`src/shared/sac_pkg.sv`:
```
package sac_pkg;

	localparam logic [7:0] ADDR_CTRL   = 8'h1f;
	localparam logic [7:0] ADDR_PINCFG = 8'h9f;
	localparam logic [7:0] ADDR_RESULT = 8'h1e;
	localparam logic [7:0] ADDR_FLAG   = 8'h0c;
	localparam logic [7:0] ADDR_IRQEN  = 8'h8c;
	localparam logic [7:0] ADDR_PORT   = 8'h06;

	localparam int CTRL_CLK_HI = 7;
	localparam int CTRL_CLK_LO = 6;
	localparam int CTRL_CH_HI  = 4;
	localparam int CTRL_CH_LO  = 3;
	localparam int CTRL_GO     = 2;
	localparam int CTRL_ON     = 0;
	localparam int PCFG_HI     = 2;
	localparam int FLAG_DONE   = 6;
	localparam int PORT_W      = 6;

	localparam logic [1:0] RST_CLK_SEL = 2'h0;
	localparam logic [1:0] RST_CHAN    = 2'h0;
	localparam logic [2:0] RST_PCFG    = 3'h0;
	localparam logic [7:0] RST_RESULT  = 8'h00;
	localparam logic [7:0] RST_RDATA   = 8'h00;
	localparam logic [2:0] PCFG_ALL_D  = 3'h7;

	localparam logic [1:0] CLK_SEL_DIV2  = 2'h0;
	localparam logic [1:0] CLK_SEL_DIV8  = 2'h1;
	localparam logic [1:0] CLK_SEL_DIV32 = 2'h2;
	localparam logic [1:0] CLK_SEL_RC    = 2'h3;

	localparam int MCLK_NS   = 40;
	localparam int RC_TAD_NS = 4000;
	localparam logic [5:0] DIV2_HALF  = 6'h01;
	localparam logic [5:0] DIV8_HALF  = 6'h04;
	localparam logic [5:0] DIV32_HALF = 6'h10;
	localparam logic [5:0] RC_HALF    = 6'(RC_TAD_NS / (2 * MCLK_NS));

	localparam logic [4:0] INSTR_CYC   = 5'h04;
	localparam logic [4:0] CONV_HALF   = 5'h13;
	localparam logic [4:0] HOLD_HALF   = 5'h04;
	localparam logic [4:0] LAST_DECIDE = 5'h0f;
	localparam logic [4:0] CNT_ZERO    = 5'h00;
	localparam logic [4:0] CNT_ONE     = 5'h01;
	localparam logic [7:0] SAR_MSB     = 8'h80;

	typedef enum logic [1:0] {
		ST_IDLE   = 2'b00,
		ST_RCWAIT = 2'b01,
		ST_CONV   = 2'b10,
		ST_HOLD   = 2'b11
	} sac_state_t;

	function automatic logic [5:0] sac_analog_mask(input logic [2:0] cfg);
		case (cfg)
			3'h0, 3'h1: sac_analog_mask = 6'h17;
			3'h2, 3'h3: sac_analog_mask = 6'h07;
			3'h4, 3'h5: sac_analog_mask = 6'h03;
			3'h6:       sac_analog_mask = 6'h01;
			default:    sac_analog_mask = 6'h00;
		endcase
	endfunction : sac_analog_mask

	function automatic logic sac_ref_ext(input logic [2:0] cfg);
		sac_ref_ext = cfg[0] && (cfg != PCFG_ALL_D);
	endfunction : sac_ref_ext

endpackage : sac_pkg

```
`src/sac_tad_gen.sv`:
```
`timescale 1ns/1ps
module sac_tad_gen (
	input  wire logic       mclk,
	input  wire logic       sys_rst,
	input  wire logic       run,
	input  wire logic [1:0] clkSel,
	output logic            halfTick
);

	logic [5:0] cnt;
	logic [5:0] next_cnt;
	logic [5:0] halfLen;
	logic       next_halfTick;

	// Half a conversion clock period, counted in system clocks.
	always_comb begin
		case (clkSel)
			sac_pkg::CLK_SEL_DIV2:  halfLen = sac_pkg::DIV2_HALF;
			sac_pkg::CLK_SEL_DIV8:  halfLen = sac_pkg::DIV8_HALF;
			sac_pkg::CLK_SEL_DIV32: halfLen = sac_pkg::DIV32_HALF;
			default:                halfLen = sac_pkg::RC_HALF;
		endcase
		next_cnt      = cnt;
		next_halfTick = 1'b0;
		if (!run) begin
			next_cnt = 6'h00;
		end else if (cnt >= halfLen - 6'h01) begin
			next_cnt      = 6'h00;
			next_halfTick = 1'b1;
		end else begin
			next_cnt = cnt + 6'h01;
		end
	end

	always_ff @(posedge mclk) begin
		if (sys_rst) begin
			cnt      <= 6'h00;
			halfTick <= 1'b0;
		end else begin
			cnt      <= next_cnt;
			halfTick <= next_halfTick;
		end
	end

endmodule : sac_tad_gen

```
`src/sac_control.sv`:
```
`timescale 1ns/1ps
// How it works
// - Eight-bit unsigned result by successive approximation.
// - Reference is supply or external pin.
// - Clock select: osc/2, osc/8, osc/32, RC.
// - Channel select field routes one of four inputs.
// - Writing go starts; reads one while busy.
// - Hardware clears go when conversion ends.
// - Done loads result, clears go, sets flag.
// - Converter off holds block idle and unpowered.
// - Three-bit pin field, upper bits zero, reset 000.
// - Pin field decodes analog pins and reference.
// - Port read returns zero on analog pins.
// - Pin field write may raise pin flags.
// - Holding cap disconnected two periods after conversion.
// - Holding cap never discharged between conversions.
// - Conversion continues during sleep on RC clock.
// - Conversion lasts nine and a half periods.
// - Clearing go aborts, result kept, then hold.
// - RC waits one cycle; sleep aborts otherwise.
// - Sleep completion wakes, or powers converter down.
module sac_control (
	input  wire logic       mclk,
	input  wire logic       sys_rst,
	input  wire logic [7:0] addr,
	input  wire logic [7:0] wdata,
	input  wire logic       wrEn,
	input  wire logic       rdEn,
	input  wire logic       compHigh,
	input  wire logic [5:0] portPins,
	input  wire logic       cpuSleep,
	output logic      [7:0] rdata,
	output logic      [1:0] chanSel,
	output logic            refExternal,
	output logic      [5:0] analogPins,
	output logic            sampleOn,
	output logic            powered,
	output logic      [7:0] dacCode,
	output logic            wakeReq,
	output logic            pinCfgWrote
);

	logic [1:0] clkSel;
	logic       converterOn;
	logic [2:0] pinCfg;
	logic       doneIrqEn;
	logic [1:0] next_clkSel;
	logic [1:0] next_chanSel;
	logic       next_converterOn;
	logic [2:0] next_pinCfg;
	logic       next_doneIrqEn;
	logic       next_refExternal;
	logic [5:0] next_analogPins;
	logic       next_pinCfgWrote;

	sac_pkg::sac_state_t st;
	sac_pkg::sac_state_t next_st;
	logic [4:0] halfCnt;
	logic [4:0] next_halfCnt;
	logic [7:0] sar;
	logic [7:0] next_sar;
	logic [7:0] result;
	logic [7:0] next_result;
	logic       doneFlag;
	logic       next_doneFlag;
	logic       powerDown;
	logic       next_powerDown;
	logic       next_wakeReq;
	logic       next_powered;
	logic       next_sampleOn;
	logic       doneEv;
	logic [7:0] bitMask;
	logic [7:0] next_rdata;

	logic wrCtrl;
	logic wrPinCfg;
	logic goFlag;
	logic startReq;
	logic abortReq;
	logic sleepAbort;
	logic halfTick;

	assign wrCtrl   = wrEn && (addr == sac_pkg::ADDR_CTRL);
	assign wrPinCfg = wrEn && (addr == sac_pkg::ADDR_PINCFG);
	assign goFlag   = (st == sac_pkg::ST_RCWAIT) || (st == sac_pkg::ST_CONV);
	assign startReq = wrCtrl && wdata[sac_pkg::CTRL_GO] && converterOn && !powerDown
		&& (st == sac_pkg::ST_IDLE);
	assign abortReq = wrCtrl && !wdata[sac_pkg::CTRL_GO] && goFlag;
	assign sleepAbort = cpuSleep && (clkSel != sac_pkg::CLK_SEL_RC);

	sac_tad_gen i_sac_tad_gen (
		.mclk     (mclk),
		.sys_rst  (sys_rst),
		.run      (powered && (st != sac_pkg::ST_IDLE) && !abortReq),
		.clkSel   (clkSel),
		.halfTick (halfTick)
	);

	// Configuration registers and the pin decode they drive.
	always_comb begin
		next_clkSel      = clkSel;
		next_chanSel     = chanSel;
		next_converterOn = converterOn;
		next_pinCfg      = pinCfg;
		next_doneIrqEn   = doneIrqEn;
		next_pinCfgWrote = wrPinCfg;
		if (wrCtrl) begin
			next_clkSel      = wdata[sac_pkg::CTRL_CLK_HI:sac_pkg::CTRL_CLK_LO];
			next_chanSel     = wdata[sac_pkg::CTRL_CH_HI:sac_pkg::CTRL_CH_LO];
			next_converterOn = wdata[sac_pkg::CTRL_ON];
		end
		if (wrPinCfg) begin
			next_pinCfg = wdata[sac_pkg::PCFG_HI:0];
		end
		if (wrEn && (addr == sac_pkg::ADDR_IRQEN)) begin
			next_doneIrqEn = wdata[sac_pkg::FLAG_DONE];
		end
		next_analogPins  = sac_pkg::sac_analog_mask(next_pinCfg);
		next_refExternal = sac_pkg::sac_ref_ext(next_pinCfg);
	end

	always_ff @(posedge mclk) begin
		if (sys_rst) begin
			clkSel      <= sac_pkg::RST_CLK_SEL;
			chanSel     <= sac_pkg::RST_CHAN;
			converterOn <= 1'b0;
			pinCfg      <= sac_pkg::RST_PCFG;
			doneIrqEn   <= 1'b0;
			analogPins  <= sac_pkg::sac_analog_mask(sac_pkg::RST_PCFG);
			refExternal <= 1'b0;
			pinCfgWrote <= 1'b0;
		end else begin
			clkSel      <= next_clkSel;
			chanSel     <= next_chanSel;
			converterOn <= next_converterOn;
			pinCfg      <= next_pinCfg;
			doneIrqEn   <= next_doneIrqEn;
			analogPins  <= next_analogPins;
			refExternal <= next_refExternal;
			pinCfgWrote <= next_pinCfgWrote;
		end
	end

	// Conversion sequencer with its approximation register and flags.
	always_comb begin
		next_st        = st;
		next_halfCnt   = halfCnt;
		next_sar       = sar;
		next_result    = result;
		next_powerDown = powerDown;
		next_wakeReq   = 1'b0;
		doneEv         = 1'b0;
		bitMask        = sac_pkg::SAR_MSB >> halfCnt[3:1];
		if (wrEn && (addr == sac_pkg::ADDR_RESULT)) begin
			next_result = wdata;
		end
		if (!cpuSleep) begin
			next_powerDown = 1'b0;
		end
		if (!converterOn || powerDown) begin
			next_st      = sac_pkg::ST_IDLE;
			next_halfCnt = sac_pkg::CNT_ZERO;
		end else begin
			case (st)
				sac_pkg::ST_IDLE: begin
					if (startReq) begin
						next_halfCnt = sac_pkg::CNT_ZERO;
						next_sar     = sac_pkg::SAR_MSB;
						if (clkSel == sac_pkg::CLK_SEL_RC) begin
							next_st = sac_pkg::ST_RCWAIT;
						end else begin
							next_st = sac_pkg::ST_CONV;
						end
					end
				end
				sac_pkg::ST_RCWAIT: begin
					if (abortReq) begin
						next_st      = sac_pkg::ST_HOLD;
						next_halfCnt = sac_pkg::CNT_ZERO;
					end else if (halfCnt == sac_pkg::INSTR_CYC - sac_pkg::CNT_ONE) begin
						next_st      = sac_pkg::ST_CONV;
						next_halfCnt = sac_pkg::CNT_ZERO;
					end else begin
						next_halfCnt = halfCnt + sac_pkg::CNT_ONE;
					end
				end
				sac_pkg::ST_CONV: begin
					if (abortReq) begin
						next_st      = sac_pkg::ST_HOLD;
						next_halfCnt = sac_pkg::CNT_ZERO;
					end else if (sleepAbort) begin
						next_st        = sac_pkg::ST_IDLE;
						next_halfCnt   = sac_pkg::CNT_ZERO;
						next_powerDown = 1'b1;
					end else if (halfTick) begin
						if (halfCnt == sac_pkg::CONV_HALF - sac_pkg::CNT_ONE) begin
							doneEv       = 1'b1;
							next_result  = sar;
							next_st      = sac_pkg::ST_HOLD;
							next_halfCnt = sac_pkg::CNT_ZERO;
							if (cpuSleep && doneIrqEn) begin
								next_wakeReq = 1'b1;
							end else if (cpuSleep) begin
								next_powerDown = 1'b1;
							end
						end else begin
							next_halfCnt = halfCnt + sac_pkg::CNT_ONE;
						end
						if (halfCnt[0] && (halfCnt <= sac_pkg::LAST_DECIDE)) begin
							next_sar = (compHigh ? sar : (sar & ~bitMask)) | (bitMask >> 1);
						end
					end
				end
				sac_pkg::ST_HOLD: begin
					if (halfTick) begin
						if (halfCnt == sac_pkg::HOLD_HALF - sac_pkg::CNT_ONE) begin
							next_st      = sac_pkg::ST_IDLE;
							next_halfCnt = sac_pkg::CNT_ZERO;
						end else begin
							next_halfCnt = halfCnt + sac_pkg::CNT_ONE;
						end
					end
				end
				default: begin
					next_st      = sac_pkg::ST_IDLE;
					next_halfCnt = sac_pkg::CNT_ZERO;
				end
			endcase
		end
		next_doneFlag = doneFlag;
		if (wrEn && (addr == sac_pkg::ADDR_FLAG)) begin
			next_doneFlag = wdata[sac_pkg::FLAG_DONE];
		end
		if (doneEv) begin
			next_doneFlag = 1'b1;
		end
		next_powered  = next_converterOn && !next_powerDown;
		next_sampleOn = next_powered && (next_st == sac_pkg::ST_IDLE);
	end

	always_ff @(posedge mclk) begin
		if (sys_rst) begin
			st        <= sac_pkg::ST_IDLE;
			halfCnt   <= sac_pkg::CNT_ZERO;
			sar       <= sac_pkg::SAR_MSB;
			dacCode   <= sac_pkg::SAR_MSB;
			result    <= sac_pkg::RST_RESULT;
			doneFlag  <= 1'b0;
			powerDown <= 1'b0;
			wakeReq   <= 1'b0;
			powered   <= 1'b0;
			sampleOn  <= 1'b0;
		end else begin
			st        <= next_st;
			halfCnt   <= next_halfCnt;
			sar       <= next_sar;
			dacCode   <= next_sar;
			result    <= next_result;
			doneFlag  <= next_doneFlag;
			powerDown <= next_powerDown;
			wakeReq   <= next_wakeReq;
			powered   <= next_powered;
			sampleOn  <= next_sampleOn;
		end
	end

	// Register read port, data valid one cycle after the strobe.
	always_comb begin
		next_rdata = sac_pkg::RST_RDATA;
		if (rdEn) begin
			case (addr)
				sac_pkg::ADDR_CTRL:   next_rdata = {clkSel, 1'b0, chanSel, goFlag, 1'b0,
					converterOn};
				sac_pkg::ADDR_PINCFG: next_rdata = {5'h00, pinCfg};
				sac_pkg::ADDR_RESULT: next_rdata = result;
				sac_pkg::ADDR_FLAG:   next_rdata = {1'b0, doneFlag, 6'h00};
				sac_pkg::ADDR_IRQEN:  next_rdata = {1'b0, doneIrqEn, 6'h00};
				sac_pkg::ADDR_PORT:   next_rdata = {2'h0, portPins & ~analogPins};
				default:              next_rdata = sac_pkg::RST_RDATA;
			endcase
		end
	end

	always_ff @(posedge mclk) begin
		if (sys_rst) begin
			rdata <= sac_pkg::RST_RDATA;
		end else begin
			rdata <= next_rdata;
		end
	end
endmodule : sac_control

```
`config.mk`:
```
export PLATFORM = sky130hd
export DESIGN_NAME = sac_control
export DESIGN_NICKNAME = d
export VERILOG_FILES = /design/src/shared/sac_pkg.sv /design/src/sac_tad_gen.sv /design/src/sac_control.sv
export SDC_FILE = /design/constraint.sdc
export NUM_CORES = 1
export LEC_CHECK = 0
export BUFFER_PORTS_ARGS = -buffer_cell sky130_fd_sc_hd__buf_2
export CAP_MARGIN = 40
export CORE_ASPECT_RATIO = 0.5
export CORE_MARGIN = 1.5
export CORE_UTILIZATION = 60
export DETAILED_ROUTE_END_ITERATION = 10
export PLACE_DENSITY = 0.93
export SLEW_MARGIN = 10
export SYNTH_ARGS = -nofsm -noshare
export SYNTH_HDL_FRONTEND = slang
export SYNTH_HIERARCHICAL = 1
export SYNTH_SLANG_ARGS = --single-unit
```
`constraint.sdc`:
```
create_clock -name mclk -period 3.6 [get_ports mclk]
set_input_delay 0.9 -clock mclk [delete_from_list [all_inputs] [get_ports mclk]]
set_output_delay 0.9 -clock mclk [all_outputs]
set_load 0.005 [all_outputs]
```
==> flow_summary.yaml, run 1 <==
run_status:
  run_status: "completed"
synth:
  synthArstFlopShare_pct: 0
  synth_area_leader_cell: "sky130_fd_sc_hd__dfxtp_1"
  mappedNetlistArea_um2: 3170
  synth.ff_latch_count: 58
  avgSynthCellArea_um2: 8.68
  dominantRegCellSynth: "sky130_fd_sc_hd__dfxtp_1"
  yosysUniqueCellTypes: 68
  synth_seq_area_share_pct: 36.6
  syn_inst: 365
  yosysTopAreaCellShare_pct: 36.6
  yosys-top-cells-area: "sky130_fd_sc_hd__dfxtp_1 37%, sky130_fd_sc_hd__ha_1 7.1%, sky130_fd_sc_hd__nor2_1 5.2%"
  ys_warn_count: 6
  synth-edff-count: 0
worst_setup_path:
  cpMaxStageDelayCell: "sky130_fd_sc_hd__or3_1"
  slowest_delay_ns: 0.58
  setup.worst_path.class: "primary input to register"
  crit_path_end_kind: "register"
  cp_max_fo: 18
  worstPathCellList: "buf_2 > or3b_1 > nor4_1 > or3_1 > nor2_1 > a311oi_1"
  required_ns: 3.85
  crit_path_start: "wrEn"
  r2r_slack_ns: 0.89
  timing.rr.start: "st[1]"
  startpoint_type: "primary input"
  arrival_ns: 3.17
layout:
  drive_gt1_share_pct: 22.8
  syn2layout_area_growth_pct: 16.1
  nNetsFinal: 462
  antenna_cells: 0
clocking:
  clkTransAtPathRegs_ns: 0.07
  clock_tree_from_tritoncts: "done"
  cts_resized: 0
  ctsHtreeMaxLevel: 3
  numCtsBuffers: 9
  cts-root-buf: "sky130_fd_sc_hd__clkbuf_8"
  clock_path_buffers: 2
  post_cts_hold_buffer_count: 0
  post_cts_buffers: 0
  clk_latency_ns: 0.36
  clock_sink_count: 58
power:
  peakVddDrop_mv: 0.260
  cellLeakagePower_nw: 1.40
  design_power_total_mw: 1.38
  power_density_nw_per_um2: 375
placement:
  hpwl_mm: 6.00
  port_buffers: 54
  routabilityCongestion: 0.901
  worst_slack_at_placement_ns: 0.446
sta:
  final_period_minus_worst_setup_slack_ns: 2.92
  fin_setup_tns_ns: 0
  worst_slew_pin_slew_ns: 0.791
  number_of_max_slew_violations_in_the_final_report: 0
  rsz_0062_raised_after_global_routing: "no"
  fmaxAchievable_ghz: 0.343
  final-setup-viol-count: 0
  report.final.hold_viol_count: 0
  timing.max_slew.rel_slack_pct: 46.5
  worst_clock_skew_ns: 0.00815
  final.period_utilization_pct: 81.0
  finalWorstSetupSlack_ns: 0.683
drt:
  drc_errors: 0
  vias_per_cell: 6.31
  drt_pass1_iterations: 6
  first_iter_violations: 369
  detailroute.via_count: 3100
  wl_per_cell_um: 17.2
  drt.antenna.violating_nets: 0
  detail_route.wirelength_mm: 8.46
die:
  boundary_pin_count: 57
  die_width_um: 106
  fp-row-count: 18
  design.die.area_um2: 5750
  core_region_area_um2: 5000
  die_h_um: 54.4
  start_util_pct: 63.4
global_route:
  grtUsageTotal_pct: 30.4
  grt_start_max_net_pins: 36
  grt_util_met3_pct: 9.52
  globalRouteMet1Util_pct: 37.5
  grt_antenna_before_repair: 0
  grt_use_met2_pct: 50.8
  globalRoute.totalOverflow: 0
  wire_length_of_the_first_global_routing_pass_mm: 13.3
  grt.busiest_layer: "met2"
  first_global_vias: 2778
job:
  drv_cap: 0
hold_path:
  min_path_type: "register to register"
  timing.hold.worst.start: "result[4]"
[per-layer routing]
layer / share of wire [%] / routed length [um]
met4: 2.3 / 197
met3: 10 / 845
met5: 0 / 0
met1: 41 / 3480
met2: 47 / 3940
[registers in the layout (all words and copies together) (netlist names), 2 cells and up]
| register | count |
|---|---|
| clkSel | 2 |
| result | 8 |
| st | 2 |
| analogPins | 4 |
| i_sac_tad_gen/cnt | 6 |
| rdata | 8 |
| sar | 8 |
| chanSel | 2 |
| pinCfg | 3 |
| halfCnt | 5 |
[stage by stage]
stage               hold WS [ns]  std cells  area [um^2]  utilization [%]
finish                     0.467        491         3680             73.6
detailed placement         0.457        475         3450             69.1
global placement           0.442        475         3450             69.1
global route               0.483        491         3680             73.6
CTS                        0.466        491         3680             73.6
floorplan                  0.430        366         3170                -
[Yosys cell counts, types with 4 or more instances]
master and number:
sky130_fd_sc_hd__and3_1 4, sky130_fd_sc_hd__inv_1 23, sky130_fd_sc_hd__dfxtp_1 58, sky130_fd_sc_hd__buf_4 4
sky130_fd_sc_hd__nor4_1 5, sky130_fd_sc_hd__nor3_1 7, sky130_fd_sc_hd__or3_1 5, sky130_fd_sc_hd__mux2i_1 13
sky130_fd_sc_hd__nor2b_1 7, sky130_fd_sc_hd__nand2b_1 5, sky130_fd_sc_hd__a21o_1 5, sky130_fd_sc_hd__a31oi_1 5
sky130_fd_sc_hd__nand2_1 26, sky130_fd_sc_hd__clkbuf_1 9, sky130_fd_sc_hd__nor2_1 44, sky130_fd_sc_hd__a222oi_1 4
sky130_fd_sc_hd__nand4_1 4, sky130_fd_sc_hd__ha_1 18, sky130_fd_sc_hd__nand3_1 16, sky130_fd_sc_hd__a21oi_1 14
sky130_fd_sc_hd__o21ai_0 5, sky130_fd_sc_hd__nand3b_1 4, sky130_fd_sc_hd__buf_2 4, sky130_fd_sc_hd__a211oi_1 4
sky130_fd_sc_hd__a311oi_1 8
[logic make-up (layout without fill, tap and decap cells)]
| logic type | Yosys count | count (layout) | synth area share, % |
|---|---|---|---|
| compound gates | 81 | 81 | 19.8 |
| xor+xnor | 4 | 4 | 1.11 |
| fa+ha+maj | 18 | 18 | 7.11 |
| buf+inv | 42 | 97 | 6.08 |
| flops | 58 | 58 | 36.6 |
| mux | 14 | 14 | 4.46 |
| other cells | 1 | 2 | 0.118 |
| simple gates | 147 | 147 | 24.7 |
[where the power goes]
part / total [mW] / leakage (nW) / switching, mW / internal, mW
registers: 0.642 / 0.467 / 0.000277 / 0.642
clock network: 0.686 / 0.110 / 0.292 / 0.395
logic: 0.0516 / 0.822 / 0.0333 / 0.0182
[cells in the final DEF (no fill, tap or decap), drive strengths merged, types with 3 or more instances in the layout]
cell type and count:
nor2b 7, nand2 26, ha 18, mux2i 13, a21oi 16, a211oi 5
a222oi 4, o21ai 7, nor4b 4, a31o 3, nand2b 6, buf 58
inv 24, nor3 9, nor4 5, dfxtp 58, nand3b 4, a31oi 5
and3 5, nand3 16, clkinv 3, nor2 44, a21o 5, clkbuf 9
or3 5, a311oi 8, a41oi 3, o211ai 3, nand4 4
[worst max-delay path, delay by kind of cell]
kind	cells	cell delay (ns)
simple gates	4	1.74
compound gates	1	0.31
buf+inv	1	0.21
[worst paths after layout]
path               endpoint  cells past startpoint
setup / recovery  result[6]                      6
hold / removal     rdata[4]                      2
setup reg to reg  result[6]                      7
hold reg to reg    rdata[4]                      2
[final cells by class]
cell class / instances / area [um^2]
clock inverters: 7 / 103
well taps: 70 / 87.6
repair buffers: 58 / 300
clock buffers: 9 / 124
flip-flops and latches: 58 / 1160
multi-input cells: 266 / 1820
fillers: 371 / 1320
inverters: 23 / 86.3
Power figures use the tool's default switching activity.
==> inputs of run 2 (changes only) <==
Settings changed: CORE_UTILIZATION 60 to 50, PLACE_DENSITY 0.93 to 0.84.
Clock period 3.6 ns to 2.6 ns, I/O delays scaled along.
==> flow_summary.yaml, run 2 (synthesis results as in run 1) <==
worst_setup_path:
  worstPathCellList: "inv_1 > ha_1 > or2b_1 > or4_4 > o21ai_0 > o221ai_1 > and3_1"
  crit_path_end_kind: "register"
  cp_max_fo: 4
  required_ns: 2.83
  cpMaxStageDelayCell: "sky130_fd_sc_hd__or4_4"
  setup.worst_path.class: "register to register"
  startpoint_type: "register"
  crit_family: "simple AND/OR/NAND/NOR gates"
  arrival_ns: 2.61
  worst-path-buf-inv: 1
  slowest_delay_ns: 0.43
clocking:
  clock_sink_count: 58
  clock_path_buffers: 2
  ctsHtreeMaxLevel: 3
  cts_resized: 0
  cts-root-buf: "sky130_fd_sc_hd__clkbuf_16"
  clock_tree_from_tritoncts: "done"
  clk_latency_ns: 0.34
  clkTransAtPathRegs_ns: 0.05
  post_cts_buffers: 0
  post_cts_hold_buffer_count: 0
  numCtsBuffers: 9
drt:
  drc_errors: 0
  detailroute.via_count: 2987
  vias_per_cell: 5.71
  drt.antenna.violating_nets: 0
  wl_per_cell_um: 15.6
  first_iter_violations: 395
  drt_pass1_iterations: 5
  detail_route.wirelength_mm: 8.14
layout:
  stdcell_count: 523
  drive_gt1_share_pct: 25.3
  antenna_cells: 0
  layout.cells.most_common_list: "58 x sky130_fd_sc_hd__dfxtp_1, 54 x sky130_fd_sc_hd__buf_2, 44 x sky130_fd_sc_hd__nor2_1"
  layout_commonest_cell: "sky130_fd_sc_hd__dfxtp_1"
  registers_with_the_most_flip_flops: "rdata (8), result (8), sar (8)"
  n_fill_cell: 491
  nNetsFinal: 476
  syn2layout_area_growth_pct: 23.5
sta:
  final.period_utilization_pct: 91.5
  fmaxAchievable_ghz: 0.421
  worst_clock_skew_ns: 0.00801
  report.final.hold_viol_count: 0
  worst_slew_pin_slew_ns: 0.669
  timing.max_slew.rel_slack_pct: 55.2
  fin_setup_tns_ns: 0
  final_period_minus_worst_setup_slack_ns: 2.38
  post_route_worst_hold_slack_ns: 0.458
  final-setup-viol-count: 0
  number_of_max_slew_violations_in_the_final_report: 0
  rsz_0062_raised_after_global_routing: "no"
die:
  die_width_um: 116
  boundary_pin_count: 57
  core_region_area_um2: 6110
  design.die.area_um2: 6850
  die_h_um: 59.3
  fp-row-count: 20
  start_util_pct: 51.9
placement:
  hpwl_mm: 5.92
  placed_cells_incl_taps: 507
  port_buffers: 54
  routabilityCongestion: 0.947
global_route:
  grtUsageTotal_pct: 24.7
  grt_start_max_net_pins: 23
  first_global_vias: 2702
  grt_antenna_before_repair: 0
  globalRoute.totalOverflow: 0
  wire_length_of_the_first_global_routing_pass_mm: 12.6
power:
  peakVddDrop_mv: 0.324
  cellLeakagePower_nw: 1.51
  power_density_nw_per_um2: 551
job:
  drv_cap: 0
run_status:
  run_status: "completed"
hold_path:
  min_path_type: "register to register"
[run 2: changes by cell type in the layout (fill, tap and decap cells not counted), sizes merged]
cell / change
buf: +14
bufinv: -1
clkbuf: +1
clkinv: -1
clkinvlp: +2
inv: -1
[run 2: report_power, final]
| group | switching [mW] | total [mW] | internal (mW) |
|---|---|---|---|
| logic | 0.0455 | 0.0754 | 0.0299 |
| clock network | 0.426 | 1.19 | 0.766 |
| registers | 0.000380 | 0.890 | 0.890 |
[run 2: cell type report]
cell class | instances | area (um^2) | area share, %
multi-input cells | 266 | 1820 | 46.5
flip-flops and latches | 58 | 1160 | 29.7
repair buffers | 72 | 430 | 11.0
clock buffers | 10 | 239 | 6.11
well taps | 88 | 110 | 2.81
inverters | 23 | 86.3 | 2.21
clock inverters | 6 | 66.3 | 1.69
[run 2: per-stage QoR]
| stage | power [mW] | cell area [um^2] | setup slack [ns] | util (%) |
|---|---|---|---|---|
| after floorplan | 0.947 | 3170 | 0.285 | - |
| after global placement | 0.981 | 3610 | 0.0864 | 59.1 |
| after detailed placement | 0.983 | 3610 | 0.0589 | 59.1 |
| after CTS | 2.17 | 3910 | 0.271 | 64.1 |
| after global routing | 2.21 | 3910 | 0.0636 | 64.1 |
| final | 2.16 | 3910 | 0.222 | 64.1 |
[run 2: routing by layer]
metal	vias up	global-route usage, %	share of wire [%]
met5	-	0	0
met4	0	9.88	1.5
met3	12	8.69	7.7
met2	116	38.6	45
met1	1389	31.5	45
li1	1470	-	-
[run 2: path summary, 6_finish.rpt]
path	start	end	slack, ns	cells after the start
hold / removal	result[2]	rdata[2]	0.46	2
setup reg to reg	st[0]	sampleOn	0.22	7
setup / recovery	st[0]	sampleOn	0.22	7
hold reg to reg	result[2]	rdata[2]	0.46	2
[run 2: worst register-to-register path, stage by stage, from the launching register on]
cell	delay [ns]
sky130_fd_sc_hd__dfxtp_1	0.39
sky130_fd_sc_hd__inv_1	0.12
sky130_fd_sc_hd__ha_1	0.39
sky130_fd_sc_hd__or2b_1	0.27
sky130_fd_sc_hd__or4_4	0.43
sky130_fd_sc_hd__o21ai_0	0.27
sky130_fd_sc_hd__o221ai_1	0.21
sky130_fd_sc_hd__and3_1	0.21
